File: src/verilog/sop_pkg.sv
package sop_pkg;
	localparam int unsigned  CLK_FREQ_MHZ = 100;
	localparam int unsigned  CLK_NS       = 1000 / CLK_FREQ_MHZ;
	localparam logic [31:0]  STEP_NS      = 32'(CLK_NS);
	localparam int unsigned  IN_CH        = 4;

	localparam logic [7:0]   A_PCNT   = 8'h00;
	localparam logic [7:0]   A_MODE   = 8'h04;
	localparam logic [7:0]   A_CYCLE  = 8'h08;
	localparam logic [7:0]   A_SHIFT  = 8'h0C;
	localparam logic [7:0]   A_SUPP   = 8'h10;
	localparam logic [7:0]   A_MINCYC = 8'h14;
	localparam logic [7:0]   A_GAP    = 8'h18;
	localparam logic [7:0]   A_CMD    = 8'h1C;
	localparam logic [7:0]   A_DLY    = 8'h20;
	localparam logic [7:0]   A_MISS   = 8'h24;
	localparam logic [7:0]   A_OVER   = 8'h28;
	localparam logic [7:0]   A_SHORT  = 8'h2C;
	localparam logic [7:0]   A_LATE   = 8'h30;
	localparam logic [7:0]   A_ISTS   = 8'h34;
	localparam logic [7:0]   A_IMASK  = 8'h38;
	localparam logic [7:0]   A_ACNT   = 8'h3C;
	localparam logic [7:0]   A_ASG0   = 8'h40;

	localparam logic [7:0]   PCNT_VAL  = 8'h20;
	localparam logic [15:0]  SUPP_VAL  = 16'h8007;
	localparam logic [7:0]   ACNT_RST  = 8'h04;
	localparam logic [15:0]  ASG_BASE  = 16'h1A00;
	localparam logic [15:0]  CNT_MAX   = 16'hFFFF;
	localparam int unsigned  MEAS_BIT  = 0;

	localparam logic [15:0]  M_FREE = 16'h0000;
	localparam logic [15:0]  M_SM   = 16'h0001;
	localparam logic [15:0]  M_DC0  = 16'h0002;
	localparam logic [15:0]  M_DC1  = 16'h0003;

	// Interrupt status bit positions
	localparam int unsigned  EV_MISS  = 0;
	localparam int unsigned  EV_OVER  = 1;
	localparam int unsigned  EV_SHORT = 2;
	localparam int unsigned  EV_LATE  = 3;

	localparam logic [1:0]   RESP_OK  = 2'h0;
	localparam logic [1:0]   RESP_ERR = 2'h2;
endpackage

File: src/verilog/sop_top.sv
// Functional notes
// RL1: Mode codes: 0 free, 1 SM, 2 SYNC0, 3 SYNC1
// RL2: Cycle time in ns, meaning per mode
// RL3: DC SYNC0 mode drives outputs after shift
// RL4: Supported-modes bitmap reads 0x8007, read-only
// RL5: Command 1 starts, 0 stops measurement
// RL6: Measurement keeps maxima, cleared at start
// RL7: Missed SM events counted in DC, OP
// RL8: Overrun counted in OP, late or early
// RL9: SYNC0 to SYNC1 gap too short counted
// RL10: Late flag shows outputs driven late
// RL11: Minimum SYNC0-SYNC1 gap reported read-only
// RL12: SYNC1 to output delay reported read-only
// RL13: Input assign entries default 0x1A0n
// RL14: Minimum cycle time read-only, reset zero
// RL15: Parameter count reads 0x20
// RL16: Errors clear on reset, OP entry; saturate (a short gap in the entry cycle bumps the old shortc instead)
module sop_top (
	input  wire logic        sys_clk_i,
	input  wire logic        rst_i,
	input  wire logic [7:0]  s_axi_awaddr_i,
	input  wire logic        s_axi_awvalid_i,
	output logic             s_axi_awready_o,
	input  wire logic [31:0] s_axi_wdata_i,
	input  wire logic [3:0]  s_axi_wstrb_i,
	input  wire logic        s_axi_wvalid_i,
	output logic             s_axi_wready_o,
	output logic [1:0]       s_axi_bresp_o,
	output logic             s_axi_bvalid_o,
	input  wire logic        s_axi_bready_i,
	input  wire logic [7:0]  s_axi_araddr_i,
	input  wire logic        s_axi_arvalid_i,
	output logic             s_axi_arready_o,
	output logic [31:0]      s_axi_rdata_o,
	output logic [1:0]       s_axi_rresp_o,
	output logic             s_axi_rvalid_o,
	input  wire logic        s_axi_rready_i,
	input  wire logic        sm_event_i,
	input  wire logic        sync0_i,
	input  wire logic        sync1_i,
	input  wire logic        calc_done_i,
	input  wire logic        op_state_i,
	output logic             outputs_drive_o,
	output logic             irq_o
);
	typedef struct packed {
		logic                    awready;
		logic                    wready;
		logic                    bvalid;
		logic [1:0]              bresp;
		logic                    arready;
		logic                    rvalid;
		logic [1:0]              rresp;
		logic [31:0]             rdata;
		logic [7:0]              raddr;
		logic                    rpend;
		logic                    aw_got;
		logic                    w_got;
		logic [7:0]              awaddr;
		logic [31:0]             wdata;
		logic [3:0]              wstrb;
		logic [15:0]             mode;
		logic [31:0]             cycle;
		logic [31:0]             shift;
		logic [31:0]             mincyc;
		logic [31:0]             gap;
		logic [15:0]             cmd;
		logic [31:0]             dly;
		logic [15:0]             miss;
		logic [15:0]             over;
		logic [15:0]             shortc;
		logic                    late;
		logic [3:0]              ists;
		logic [3:0]              imask;
		logic [7:0]              acnt;
		logic [3:0][15:0]        asg;
		logic [31:0]             local_ns;
		logic                    busy;
		logic [31:0]             proc_ns;
		logic [31:0]             since_s0;
		logic                    sm_seen;
		logic                    run;
		logic [31:0]             run_ns;
		logic [31:0]             target;
		logic                    op;
		logic                    drive;
		logic                    irq;
	} sop_state_t;

	sop_state_t  q;
	sop_state_t  n;
	logic [31:0] rd;
	logic        rd_err;
	logic [31:0] wr;
	logic        wr_err;
	logic [31:0] meas_ns;
	logic        dc;
	logic        start;
	logic [3:0]  ev;

	function automatic logic [31:0] merge(
		input logic [31:0] old,
		input logic [31:0] val,
		input logic [3:0]  strb
	);
		logic [31:0] res;
		res = old;
		for (int i = 0; i < 4; i++)
		begin
			if (strb[i])
			begin
				res[8*i +: 8] = val[8*i +: 8];
			end
		end
		return res;
	endfunction

	function automatic logic [15:0] bump(input logic [15:0] c);
		// Saturate so a long fault storm never reads as zero
		return (c == sop_pkg::CNT_MAX) ? c : c + 16'h0001; // RL16
	endfunction

	function automatic logic [31:0] max32(
		input logic [31:0] a,
		input logic [31:0] b
	);
		return (a > b) ? a : b;
	endfunction

	always_comb
	begin
		n = q;
		rd = 32'h0000_0000;
		rd_err = 1'b0;
		wr = 32'h0000_0000;
		wr_err = 1'b0;
		ev = 4'h0;
		n.drive = 1'b0;
		dc = (q.mode == sop_pkg::M_DC0) || (q.mode == sop_pkg::M_DC1);
		meas_ns = q.proc_ns + sop_pkg::STEP_NS;

		// Cycle start source per mode
		start = 1'b0;
		if (q.mode == sop_pkg::M_FREE)
		begin
			n.local_ns = q.local_ns + sop_pkg::STEP_NS;
			if (q.cycle != 32'h0000_0000 &&
				q.local_ns + sop_pkg::STEP_NS >= q.cycle) // RL2
			begin
				n.local_ns = 32'h0000_0000;
				start = 1'b1;
			end
		end
		else if (q.mode == sop_pkg::M_SM)
		begin
			start = sm_event_i; // RL1
		end
		else if (dc)
		begin
			start = sync0_i; // RL1
		end

		// Free run and SM mode drive on the cycle start itself
		if (!dc && start)
		begin
			n.drive = 1'b1;
		end

		// Overrun: new cycle while the previous one still computes
		if (start && q.busy && op_state_i && q.op)
		begin
			ev[sop_pkg::EV_OVER] = 1'b1; // RL8
		end
		if (q.busy)
		begin
			n.proc_ns = meas_ns;
		end
		if (calc_done_i && q.busy)
		begin
			n.busy = 1'b0;
			if (q.cmd[sop_pkg::MEAS_BIT])
			begin
				n.mincyc = max32(q.mincyc, meas_ns); // RL6
				n.gap = max32(q.gap, meas_ns); // RL6
				n.dly = max32(q.dly, meas_ns); // RL6
				n.shift = max32(q.shift, meas_ns); // RL6
			end
		end
		if (start)
		begin
			n.busy = 1'b1;
			n.proc_ns = 32'h0000_0000;
		end

		// Output shift timer, armed by SYNC0 or SYNC1
		if (q.run)
		begin
			n.run_ns = q.run_ns + sop_pkg::STEP_NS;
			if (q.run_ns >= q.target)
			begin
				n.run = 1'b0;
				n.drive = 1'b1;
			end
		end
		n.since_s0 = q.since_s0 + sop_pkg::STEP_NS;
		if (sm_event_i)
		begin
			n.sm_seen = 1'b1;
		end
		if (dc && sync0_i)
		begin
			n.late = q.run; // RL10
			if (q.run)
			begin
				ev[sop_pkg::EV_LATE] = 1'b1; // RL10
			end
			if (!q.sm_seen && op_state_i && q.op)
			begin
				ev[sop_pkg::EV_MISS] = 1'b1; // RL7
			end
			n.sm_seen = sm_event_i;
			n.since_s0 = 32'h0000_0000;
			if (q.mode == sop_pkg::M_DC0)
			begin
				n.run = 1'b1; // RL3
				n.run_ns = 32'h0000_0000;
				n.target = q.shift; // RL3
			end
		end
		if (dc && sync1_i)
		begin
			if (q.since_s0 < q.gap)
			begin
				ev[sop_pkg::EV_SHORT] = 1'b1; // RL9
			end
			if (q.mode == sop_pkg::M_DC1)
			begin
				n.run = 1'b1;
				n.run_ns = 32'h0000_0000;
				n.target = q.dly; // RL12
			end
		end
		if (!dc)
		begin
			n.late = 1'b0; // RL10
			n.run = 1'b0;
		end

		// Error counters restart on each entry to OP; a short gap in that cycle bumps the old shortc instead
		n.op = op_state_i;
		if (op_state_i && !q.op)
		begin
			n.miss = 16'h0000; // RL16
			n.over = 16'h0000; // RL16
			n.shortc = 16'h0000; // RL16
			n.late = 1'b0; // RL16
		end
		if (ev[sop_pkg::EV_MISS])
		begin
			n.miss = bump(q.miss); // RL7
		end
		if (ev[sop_pkg::EV_OVER])
		begin
			n.over = bump(q.over); // RL8
		end
		if (ev[sop_pkg::EV_SHORT])
		begin
			n.shortc = bump(q.shortc); // RL9
		end

		// Read decode
		if (q.raddr == sop_pkg::A_PCNT)
			rd = {24'h00_0000, sop_pkg::PCNT_VAL}; // RL15
		else if (q.raddr == sop_pkg::A_MODE)
			rd = {16'h0000, q.mode};
		else if (q.raddr == sop_pkg::A_CYCLE)
			rd = q.cycle;
		else if (q.raddr == sop_pkg::A_SHIFT)
			rd = q.shift;
		else if (q.raddr == sop_pkg::A_SUPP)
			rd = {16'h0000, sop_pkg::SUPP_VAL}; // RL4
		else if (q.raddr == sop_pkg::A_MINCYC)
			rd = q.mincyc; // RL14
		else if (q.raddr == sop_pkg::A_GAP)
			rd = q.gap; // RL11
		else if (q.raddr == sop_pkg::A_CMD)
			rd = {16'h0000, q.cmd};
		else if (q.raddr == sop_pkg::A_DLY)
			rd = q.dly; // RL12
		else if (q.raddr == sop_pkg::A_MISS)
			rd = {16'h0000, q.miss};
		else if (q.raddr == sop_pkg::A_OVER)
			rd = {16'h0000, q.over};
		else if (q.raddr == sop_pkg::A_SHORT)
			rd = {16'h0000, q.shortc};
		else if (q.raddr == sop_pkg::A_LATE)
			rd = {31'h0000_0000, q.late};
		else if (q.raddr == sop_pkg::A_ISTS)
			rd = {28'h000_0000, q.ists};
		else if (q.raddr == sop_pkg::A_IMASK)
			rd = {28'h000_0000, q.imask};
		else if (q.raddr == sop_pkg::A_ACNT)
			rd = {24'h00_0000, q.acnt};
		else if (q.raddr[7:4] == sop_pkg::A_ASG0[7:4] &&
			q.raddr[1:0] == 2'h0)
			rd = {16'h0000, q.asg[q.raddr[3:2]]}; // RL13
		else
			rd_err = 1'b1;

		// Read channel: address in one cycle, data the next
		if (q.rvalid && s_axi_rready_i)
		begin
			n.rvalid = 1'b0;
		end
		if (q.arready && s_axi_arvalid_i)
		begin
			n.raddr = s_axi_araddr_i;
			n.rpend = 1'b1;
		end
		// Explicit pending bit: idle after reset must not fetch a reply
		if (q.rpend)
		begin
			n.rpend = 1'b0;
			n.rvalid = 1'b1;
			n.rdata = rd;
			n.rresp = rd_err ? sop_pkg::RESP_ERR : sop_pkg::RESP_OK;
		end
		n.ists = q.ists;
		if (q.rpend && q.raddr == sop_pkg::A_ISTS)
		begin
			n.ists = 4'h0;
		end
		// Set wins over the read clear
		n.ists = n.ists | ev;
		n.arready = !n.rvalid && !n.rpend;

		// Write channel
		if (q.bvalid && s_axi_bready_i)
		begin
			n.bvalid = 1'b0;
		end
		if (q.awready && s_axi_awvalid_i)
		begin
			n.aw_got = 1'b1;
			n.awaddr = s_axi_awaddr_i;
		end
		if (q.wready && s_axi_wvalid_i)
		begin
			n.w_got = 1'b1;
			n.wdata = s_axi_wdata_i;
			n.wstrb = s_axi_wstrb_i;
		end
		if (q.aw_got && q.w_got && !q.bvalid)
		begin
			n.aw_got = 1'b0;
			n.w_got = 1'b0;
			n.bvalid = 1'b1;
			if (q.awaddr == sop_pkg::A_MODE)
			begin
				wr = merge({16'h0000, q.mode}, q.wdata, q.wstrb);
				n.mode = wr[15:0]; // RL1
			end
			else if (q.awaddr == sop_pkg::A_CYCLE)
				n.cycle = merge(q.cycle, q.wdata, q.wstrb); // RL2
			else if (q.awaddr == sop_pkg::A_SHIFT)
				n.shift = merge(q.shift, q.wdata, q.wstrb); // RL3
			else if (q.awaddr == sop_pkg::A_CMD)
			begin
				wr = merge({16'h0000, q.cmd}, q.wdata, q.wstrb);
				n.cmd = wr[15:0]; // RL5
				if (wr[sop_pkg::MEAS_BIT] && !q.cmd[sop_pkg::MEAS_BIT])
				begin
					n.mincyc = 32'h0000_0000; // RL6
					n.gap = 32'h0000_0000; // RL6
					n.dly = 32'h0000_0000; // RL6
					n.shift = 32'h0000_0000; // RL6
				end
			end
			else if (q.awaddr == sop_pkg::A_IMASK)
			begin
				wr = merge({28'h000_0000, q.imask}, q.wdata, q.wstrb);
				n.imask = wr[3:0];
			end
			else if (q.awaddr == sop_pkg::A_ACNT)
			begin
				wr = merge({24'h00_0000, q.acnt}, q.wdata, q.wstrb);
				n.acnt = wr[7:0];
			end
			else if (q.awaddr[7:4] == sop_pkg::A_ASG0[7:4] &&
				q.awaddr[1:0] == 2'h0)
			begin
				wr = merge({16'h0000, q.asg[q.awaddr[3:2]]},
					q.wdata, q.wstrb);
				n.asg[q.awaddr[3:2]] = wr[15:0]; // RL13
			end
			else if (q.awaddr == sop_pkg::A_PCNT ||
				q.awaddr == sop_pkg::A_SUPP ||
				(q.awaddr >= sop_pkg::A_MINCYC &&
				q.awaddr <= sop_pkg::A_ISTS))
				wr_err = 1'b0; // Read-only: write ignored
			else
				wr_err = 1'b1;
			n.bresp = wr_err ? sop_pkg::RESP_ERR : sop_pkg::RESP_OK;
		end
		n.awready = !n.aw_got && !n.bvalid;
		n.wready = !n.w_got && !n.bvalid;
		n.irq = |(n.ists & n.imask);
	end

	always_ff @(posedge sys_clk_i)
	begin
		if (rst_i)
		begin
			q <= '0;
			q.mode <= sop_pkg::M_FREE;
			q.acnt <= sop_pkg::ACNT_RST;
			for (int i = 0; i < sop_pkg::IN_CH; i++)
			begin
				q.asg[i] <= sop_pkg::ASG_BASE + 16'(i); // RL13
			end
		end
		else
		begin
			q <= n;
		end
	end

	assign s_axi_awready_o = q.awready;
	assign s_axi_wready_o = q.wready;
	assign s_axi_bvalid_o = q.bvalid;
	assign s_axi_bresp_o = q.bresp;
	assign s_axi_arready_o = q.arready;
	assign s_axi_rvalid_o = q.rvalid;
	assign s_axi_rdata_o = q.rdata;
	assign s_axi_rresp_o = q.rresp;
	assign outputs_drive_o = q.drive;
	assign irq_o = q.irq;
endmodule

File: config.mk
export PLATFORM = sky130hd
export DESIGN_NAME = sop_top
export DESIGN_NICKNAME = d
export VERILOG_FILES = /design/src/verilog/sop_pkg.sv /design/src/verilog/sop_top.sv
export SDC_FILE = /design/constraint.sdc
export NUM_CORES = 2
export LEC_CHECK = 0
export BUFFER_PORTS_ARGS = -buffer_cell sky130_fd_sc_hd__buf_2
export CAP_MARGIN = 20
export CELL_PAD_IN_SITES_DETAIL_PLACEMENT = 1
export CELL_PAD_IN_SITES_GLOBAL_PLACEMENT = 1
export CORE_MARGIN = 2
export CORE_UTILIZATION = 45
export CTS_BUF_LIST = sky130_fd_sc_hd__clkbuf_4 sky130_fd_sc_hd__clkbuf_8 sky130_fd_sc_hd__clkbuf_16
export CTS_CLUSTER_DIAMETER = 100
export DETAILED_ROUTE_END_ITERATION = 12
export MAX_ROUTING_LAYER = met4
export PLACE_DENSITY = 0.73
export SYNTH_ARGS = -nofsm -noshare
export SYNTH_HDL_FRONTEND = slang
export SYNTH_SLANG_ARGS = --single-unit
File: constraint.sdc
create_clock -name sys_clk_i -period 6.42 [get_ports sys_clk_i]
set_input_delay 0.321 -clock sys_clk_i [delete_from_list [all_inputs] [get_ports sys_clk_i]]
set_output_delay 0.321 -clock sys_clk_i [all_outputs]
set_load 0.02 [all_outputs]
# == After elaboration in Yosys (flattened, before gate mapping) ==
# Cells that the tools add are included.
# op_classes
addsub,7
magnitude_cmp,12
eq_ne,38
muxes,153
n_bitwise,9
n_reduce_logical,70
# ops
cell,count
2-to-1 mux 32 bit,19
2-to-1 mux 144 bit,4
2-to-1 mux 76 bit,5
2-to-1 mux 96 bit,3
2-to-1 mux 16 bit,17
2-to-1 mux 8 bit,31
2-to-1 mux 65 bit,3
"adder 32 x 4 -> 32 bit, second input constant",4
> comparator 32 bit,4
2-to-1 mux 64 bit,2
2-to-1 mux 112 bit,1
"equality test 8 x 6 -> 1 bit, second input constant",10
2-to-1 mux 72 bit,1
2-to-1 mux 33 bit,2
2-to-1 mux 66 bit,1
binary-select mux 16 bit (select 2 bit),2
bitwise mux 64 bit,1
greater-or-equal comparator 32 bit,2
2-to-1 mux 1 bit,51
2-to-1 mux 49 bit,1
"adder 16 x 1 -> 16 bit, second input constant",3
"equality test 16 bit, second input constant",3
"equality test 8 x 5 -> 1 bit, second input constant",6
2-to-1 mux 35 bit,1
other kinds (37),112
# word_totals
ff_bits,583
input_bits,64
output_inout_bits,43

# == Logic depth before layout (Yosys ltp) ==
# logic_depth
depth_word,23
mapped_depth,21
ltp_nobuf,18

# == Least setup slack after synthesis ==
# No wires, ideal clock.
# synth_timing
kind,register to register
startpoint,register q[135] in the netlist's numbering
endpoint,register q[120] in the netlist's numbering
setup_time_ns,0.065
arrival_time_ns,4.371
setup_slack_ns,1.983
stages_incl_launch_ff,21
period_less_slack_ns,4.437
cell_sequence,dfxtp_1 > ha_1 > o211ai_1 > nor3_1 > nand3_1 > nor3_1 > and2_1 > nand2_1 > xnor2_1 > ha_1 > a21o_1 > a21o_1 > a21oi_1 > o21ai_0 > o31a_1 > clkbuf_1 > o21ai_1 > nand2_1 > clkbuf_1 > buf_1 > nor2_1
# synth_between
elab_chain_len,6
# synth_rtl
item,line,text
from (decl),sop_top.sv:90,sop_state_t q;
from (signal assigned),sop_top.sv:424,q <= n;
adder 32 x 4 -> 32 bit,sop_top.sv:148,q.local_ns + sop_pkg::STEP_NS >= q.cycle)
greater-or-equal comparator 32 bit,sop_top.sv:148,
logical AND 1 bit,sop_top.sv:147,if (q.cycle != 32'h0000_0000 &&
2-to-1 mux 1 bit,sop_top.sv:147,
2-to-1 mux 1 bit,sop_top.sv:144,if (q.mode == sop_pkg::M_FREE)
OR reduction 2 bit (no line),--,
# No other way between the ends.
# A chain may end at the register's enable or synchronous reset.

# == Worst setup path after layout ==
# layout_timing
startpoint,register q[111] in the netlist's numbering
endpoint,register q[394] in the netlist's numbering
# layout_between
elab_chain_len,11
# layout_rtl
item,line,text
adder 32 x 4 -> 32 bit (*),sop_top.sv:140,meas_ns = q.proc_ns + sop_pkg::STEP_NS;
> comparator 32 bit,sop_top.sv:127,return (a > b) ? a : b;
2-to-1 mux 32 bit (*),sop_top.sv:127,
2-to-1 mux 96 bit (*),sop_top.sv:181,if (q.cmd[sop_pkg::MEAS_BIT])
2-to-1 mux 96 bit (*),sop_top.sv:178,if (calc_done_i && q.busy)
2-to-1 mux 96 bit,sop_top.sv:371,if (wr[sop_pkg::MEAS_BIT] && !q.cmd[sop_pkg::MEAS_BIT])
2-to-1 mux 144 bit,sop_top.sv:367,else if (q.awaddr == sop_pkg::A_CMD)
2-to-1 mux 112 bit,sop_top.sv:365,else if (q.awaddr == sop_pkg::A_SHIFT)
2-to-1 mux 144 bit,sop_top.sv:363,else if (q.awaddr == sop_pkg::A_CYCLE)
2-to-1 mux 144 bit,sop_top.sv:358,if (q.awaddr == sop_pkg::A_MODE)
2-to-1 mux 144 bit (*),sop_top.sv:353,if (q.aw_got && q.w_got && !q.bvalid)
# Mark *: on every way between the ends. The rest lies on a longest branch, timed or not.

==> run_results.csv <==
group,metric,value,unit
status,outcome,"finished, final reports clean",
timing,worst_slack,1050,ps
layout,layout-drive-gt1-share,9.74,%
floorplan,core_area,71500,µm²
timing,period_needed,5370,ps
setup_path,worst_ep_required_time,6890,ps
timing,clock_skew,25.6,ps
synth,synth-seq-area-share,35.6,%
timing,tns,0,ps
clock_tree,cts-buffers-inserted,69,
timing,clock.fmax,0.186,GHz
placement,hpwl,87.9,mm
grt,grt.overflow.total,0,
clock_tree,ctsLongestPathBuffers,3,
detailed_routing,postRouteAntennaNets,0,
floorplan,boundaryPins,107,
synth,yosys_warnings,0,
synth,synth_cells,3879,
grt,via_count_of_the_first_global_routing_pass,29900,
layout,regArea,11600,µm²
setup_path,start_kind,"flop",
floorplan,die_h,273,µm
placement,placed_area,33600,µm²
detailed_routing,drt-total-wl,119,mm
synth,synth_top_flop_cell,"sky130_fd_sc_hd__dfxtp_1",
setup_path,crit_type,"flop to flop",
synth,synthDistinctLibCells,104,
worst_hold_path,hold-path-cell-count,2,
floorplan,initial_standard_cell_utilization_of_the_core,45.5,%
layout,num_antenna_cells,0,
timing,max-slew-margin-rel,31.6,%
power,seq_power_share,44.8,%
clock_tree,htree_levels,3,
clock_tree,worstSkewPairLatency,630,ps
power,power.net_switching,1950,µW
worst_hold_path,hold_path.startpoint,"rst_i",
floorplan,design.die.area,74400,µm²
detailed_routing,drc_marker_count_from_the_first_detailed_route_iteration,2341,
synth,edff_count_synth,0,
worst_hold_path,kind_of_path_behind_the_tightest_hold_check,"input port to flop",
timing,final_max_slew_viols,0,
layout,area_growth_syn_to_layout,12.6,%
synth,simple_gate_area_share_of_the_yosys_netlist,20.8,%
clock_tree,clock-root-buffer,"sky130_fd_sc_hd__clkbuf_16",
timing,final.period_utilization,83.7,%
grt,grt_antenna_before_repair,1,
placement,gpl.final_weighted_congestion,0.962,
synth,top_post_synthesis_cells_by_area,"sky130_fd_sc_hd__dfxtp_1, sky130_fd_sc_hd__ha_1, sky130_fd_sc_hd__nand2_1, sky130_fd_sc_hd__nor2_1, sky130_fd_sc_hd__mux2i_1",
power,clkPwrFrac,50.3,%
placement,port_buffers,104,
detailed_routing,drt_pre_antenna_iters,7,
layout,final.fill_count,8410,
power,power_report.internal_total,6240,µW
synth,proportion_of_synthesized_flip_flops_having_asynchronous_set_or_reset,0,%
synth,synth_compound_gate_area_share,18.9,%
setup_path,endpoint_kind,"flop",
synth,synth-xor-area-share,4.65,%
synth,synth.mux.area_fraction,6.57,%
worst_hold_path,whs_endpoint,"q[328]",
setup_path,cp_data_arrival_time,5850,ps
layout,final_cell_mix,"sky130_fd_sc_hd__dfxtp_1, sky130_fd_sc_hd__nand2_1, sky130_fd_sc_hd__nor2_1",
placement,detailedPlace.worstSlack,1070,ps
timing,finalHoldViolations,0,
clock_tree,tritoncts_clock_tree,"yes",
setup_path,r2r-end,"q[394]",
placement,numPlacedInstances,4735,
setup_path,timing.critical_path.fanout_max,45,
setup_path,timing.reg2reg.setup_slack,1050,ps
detailed_routing,detail_route.vias_per_cell,6.12,
layout,design.final.nets,4184,
synth,synthDominantCellAreaShare,35.6,%
clock_tree,cts.reportedPaths.clkPinSlew,70,ps
grt,first_pass_grt_wire_length,183,mm
synth,syn_area_per_cell,8.38,µm²
detailed_routing,drt-wirelength-per-cell,24.3,µm
detailed_routing,route.vias.total,30100,
power,irDropWorstVdd,0.198,mV
layout,multi_input_combinational_cell_area,19300,µm²
power,power_per_cell_area,224,nW/µm²
layout,most_common_cell_after_layout_fill_and_taps_aside,"sky130_fd_sc_hd__dfxtp_1",
grt,global_route.usage.total,32.6,%
timing,transition_time_at_the_pin_with_the_least_slew_margin,999,ps
floorplan,fp.dieW,273,µm
synth,synth_seq_cells,578,
job,cap_violations,0,
power,power.leakage,0.0144,µW
power,switching_share,23.8,%
synth,biggest_area_consumer_among_synthesized_cells,"sky130_fd_sc_hd__dfxtp_1",
timing,setup_repair_after_global_routing_missed_its_margin,"false",
synth,post_synth_instance_area,32500,µm²
layout,final_cells,4913,
clock_tree,cts_sinks,578,
detailed_routing,remaining_drc_errors,0,
grt,grt_start_max_net_pins,171,
setup_path,worst-r2r-cell-count,18,
timing,setup_violations,0,
layout,layout.cell_area.non_filler,36600,µm²
synth,synth_top_family_by_area,"simple AND/OR/NAND/NOR gates",
power,power.share.combinational,4.9,%
floorplan,placementRows,98,
synth,synth_fa_ha_area_share,8.06,%
setup_path,r2r_start,"q[111]",
-- cell usage after synthesis (57+ instances only) --
| cell type | n |
|---|---|
| sky130_fd_sc_hd__o21ai_0 | 171 |
| sky130_fd_sc_hd__nand4_1 | 57 |
| sky130_fd_sc_hd__inv_1 | 157 |
| sky130_fd_sc_hd__clkbuf_1 | 176 |
| sky130_fd_sc_hd__xor2_1 | 73 |
| sky130_fd_sc_hd__a21oi_1 | 232 |
| sky130_fd_sc_hd__nor2_1 | 369 |
| sky130_fd_sc_hd__mux2i_1 | 137 |
| sky130_fd_sc_hd__a211oi_1 | 91 |
| sky130_fd_sc_hd__nor3_1 | 65 |
| sky130_fd_sc_hd__dfxtp_1 | 578 |
| sky130_fd_sc_hd__ha_1 | 207 |
| sky130_fd_sc_hd__nand2_1 | 447 |
| sky130_fd_sc_hd__nand3_1 | 227 |
| sky130_fd_sc_hd__a21o_1 | 65 |
| sky130_fd_sc_hd__xnor2_1 | 75 |
-- flip-flops by register name (all words and copies together), names as in the netlist --
register and count:
irq_o 1, s_axi_awready_o 1, q 537, s_axi_rresp_o 1, s_axi_rdata_o 32, s_axi_rvalid_o 1, s_axi_bvalid_o 1, s_axi_bresp_o 1
outputs_drive_o 1, s_axi_arready_o 1, s_axi_wready_o 1
-- layer usage --
metal	vias to the layer above	part of all wire [%]	routed length (µm)	track usage (%)
li1	14100	-	-	-
met5	-	0	0	-
met2	824	48	57000	53.8
met4	0	5.1	6090	15.2
met1	14900	43	50800	40.0
met3	279	4.6	5540	3.52
-- power groups by stage --
| stage | clock network (µW) | logic [µW] | registers (µW) |
|---|---|---|---|
| after floorplan | 0 | 247 | 3720 |
| after global placement | 0 | 358 | 3750 |
| after detailed placement | 0 | 363 | 3750 |
| after CTS | 4190 | 391 | 3670 |
| after global routing | 4350 | 438 | 3670 |
| final | 4120 | 399 | 3670 |
-- layout make-up --
type                       instances  area share (%)
sequential                       578            31.6
timing repair buffer             220            4.37
clock buffer                     106            5.91
multi-input combinational       2886            52.7
tap                              950            3.25
inverter                         158            1.62
clock inverter                    15           0.520
-- stage by stage --
stage / utilization (%) / power (µW) / hold WS, ps
finish: 51.2 / 8190 / 36.7
global route: 51.2 / 8460 / 33.2
CTS: 51.1 / 8250 / 13.1
detailed placement: 47.1 / 4110 / 438
global placement: 47.1 / 4100 / 427
floorplan: - / 3960 / 420
-- worst max-delay path, stage by stage, from the launching register on --
cell	delay, ps
sky130_fd_sc_hd__dfxtp_1	520
sky130_fd_sc_hd__and3_1	420
sky130_fd_sc_hd__and4_1	270
sky130_fd_sc_hd__and3_1	230
sky130_fd_sc_hd__and3_1	310
sky130_fd_sc_hd__nand2_1	100
sky130_fd_sc_hd__xnor2_1	260
sky130_fd_sc_hd__inv_1	170
sky130_fd_sc_hd__ha_1	320
sky130_fd_sc_hd__a21o_1	160
sky130_fd_sc_hd__a21oi_1	140
sky130_fd_sc_hd__nor2b_1	50
sky130_fd_sc_hd__a2111oi_0	450
sky130_fd_sc_hd__nand3_1	210
sky130_fd_sc_hd__a2111oi_0	720
sky130_fd_sc_hd__a31oi_4	300
sky130_fd_sc_hd__buf_4	350
sky130_fd_sc_hd__nand3_1	130
sky130_fd_sc_hd__o21ai_0	110
-- worst max path at each step --
stage / endpoint / start
after global routing: q[392] / q[111]
after floorplan: q[120] / q[135]
final: q[394] / q[111]
after global placement: q[381] / q[111]
after CTS: q[383] / q[111]
after detailed placement: q[376] / q[111]
-- what timing repair did --
action                    CTS  global route
buffers inserted            0             0
hold buffers               54             0
resized for setup           0             0
hold endpoints to repair   54             0
-- kinds of logic after synthesis --
family	after synthesis
AND/OR/NAND/NOR	1432
AO/OA/AOI/OAI	911
flip-flops	578
buffers and inverters	416
adder cells (fa/ha/maj)	210
multiplexers	173
XOR/XNOR	158
other	1
Power figures use the tool's default switching activity.
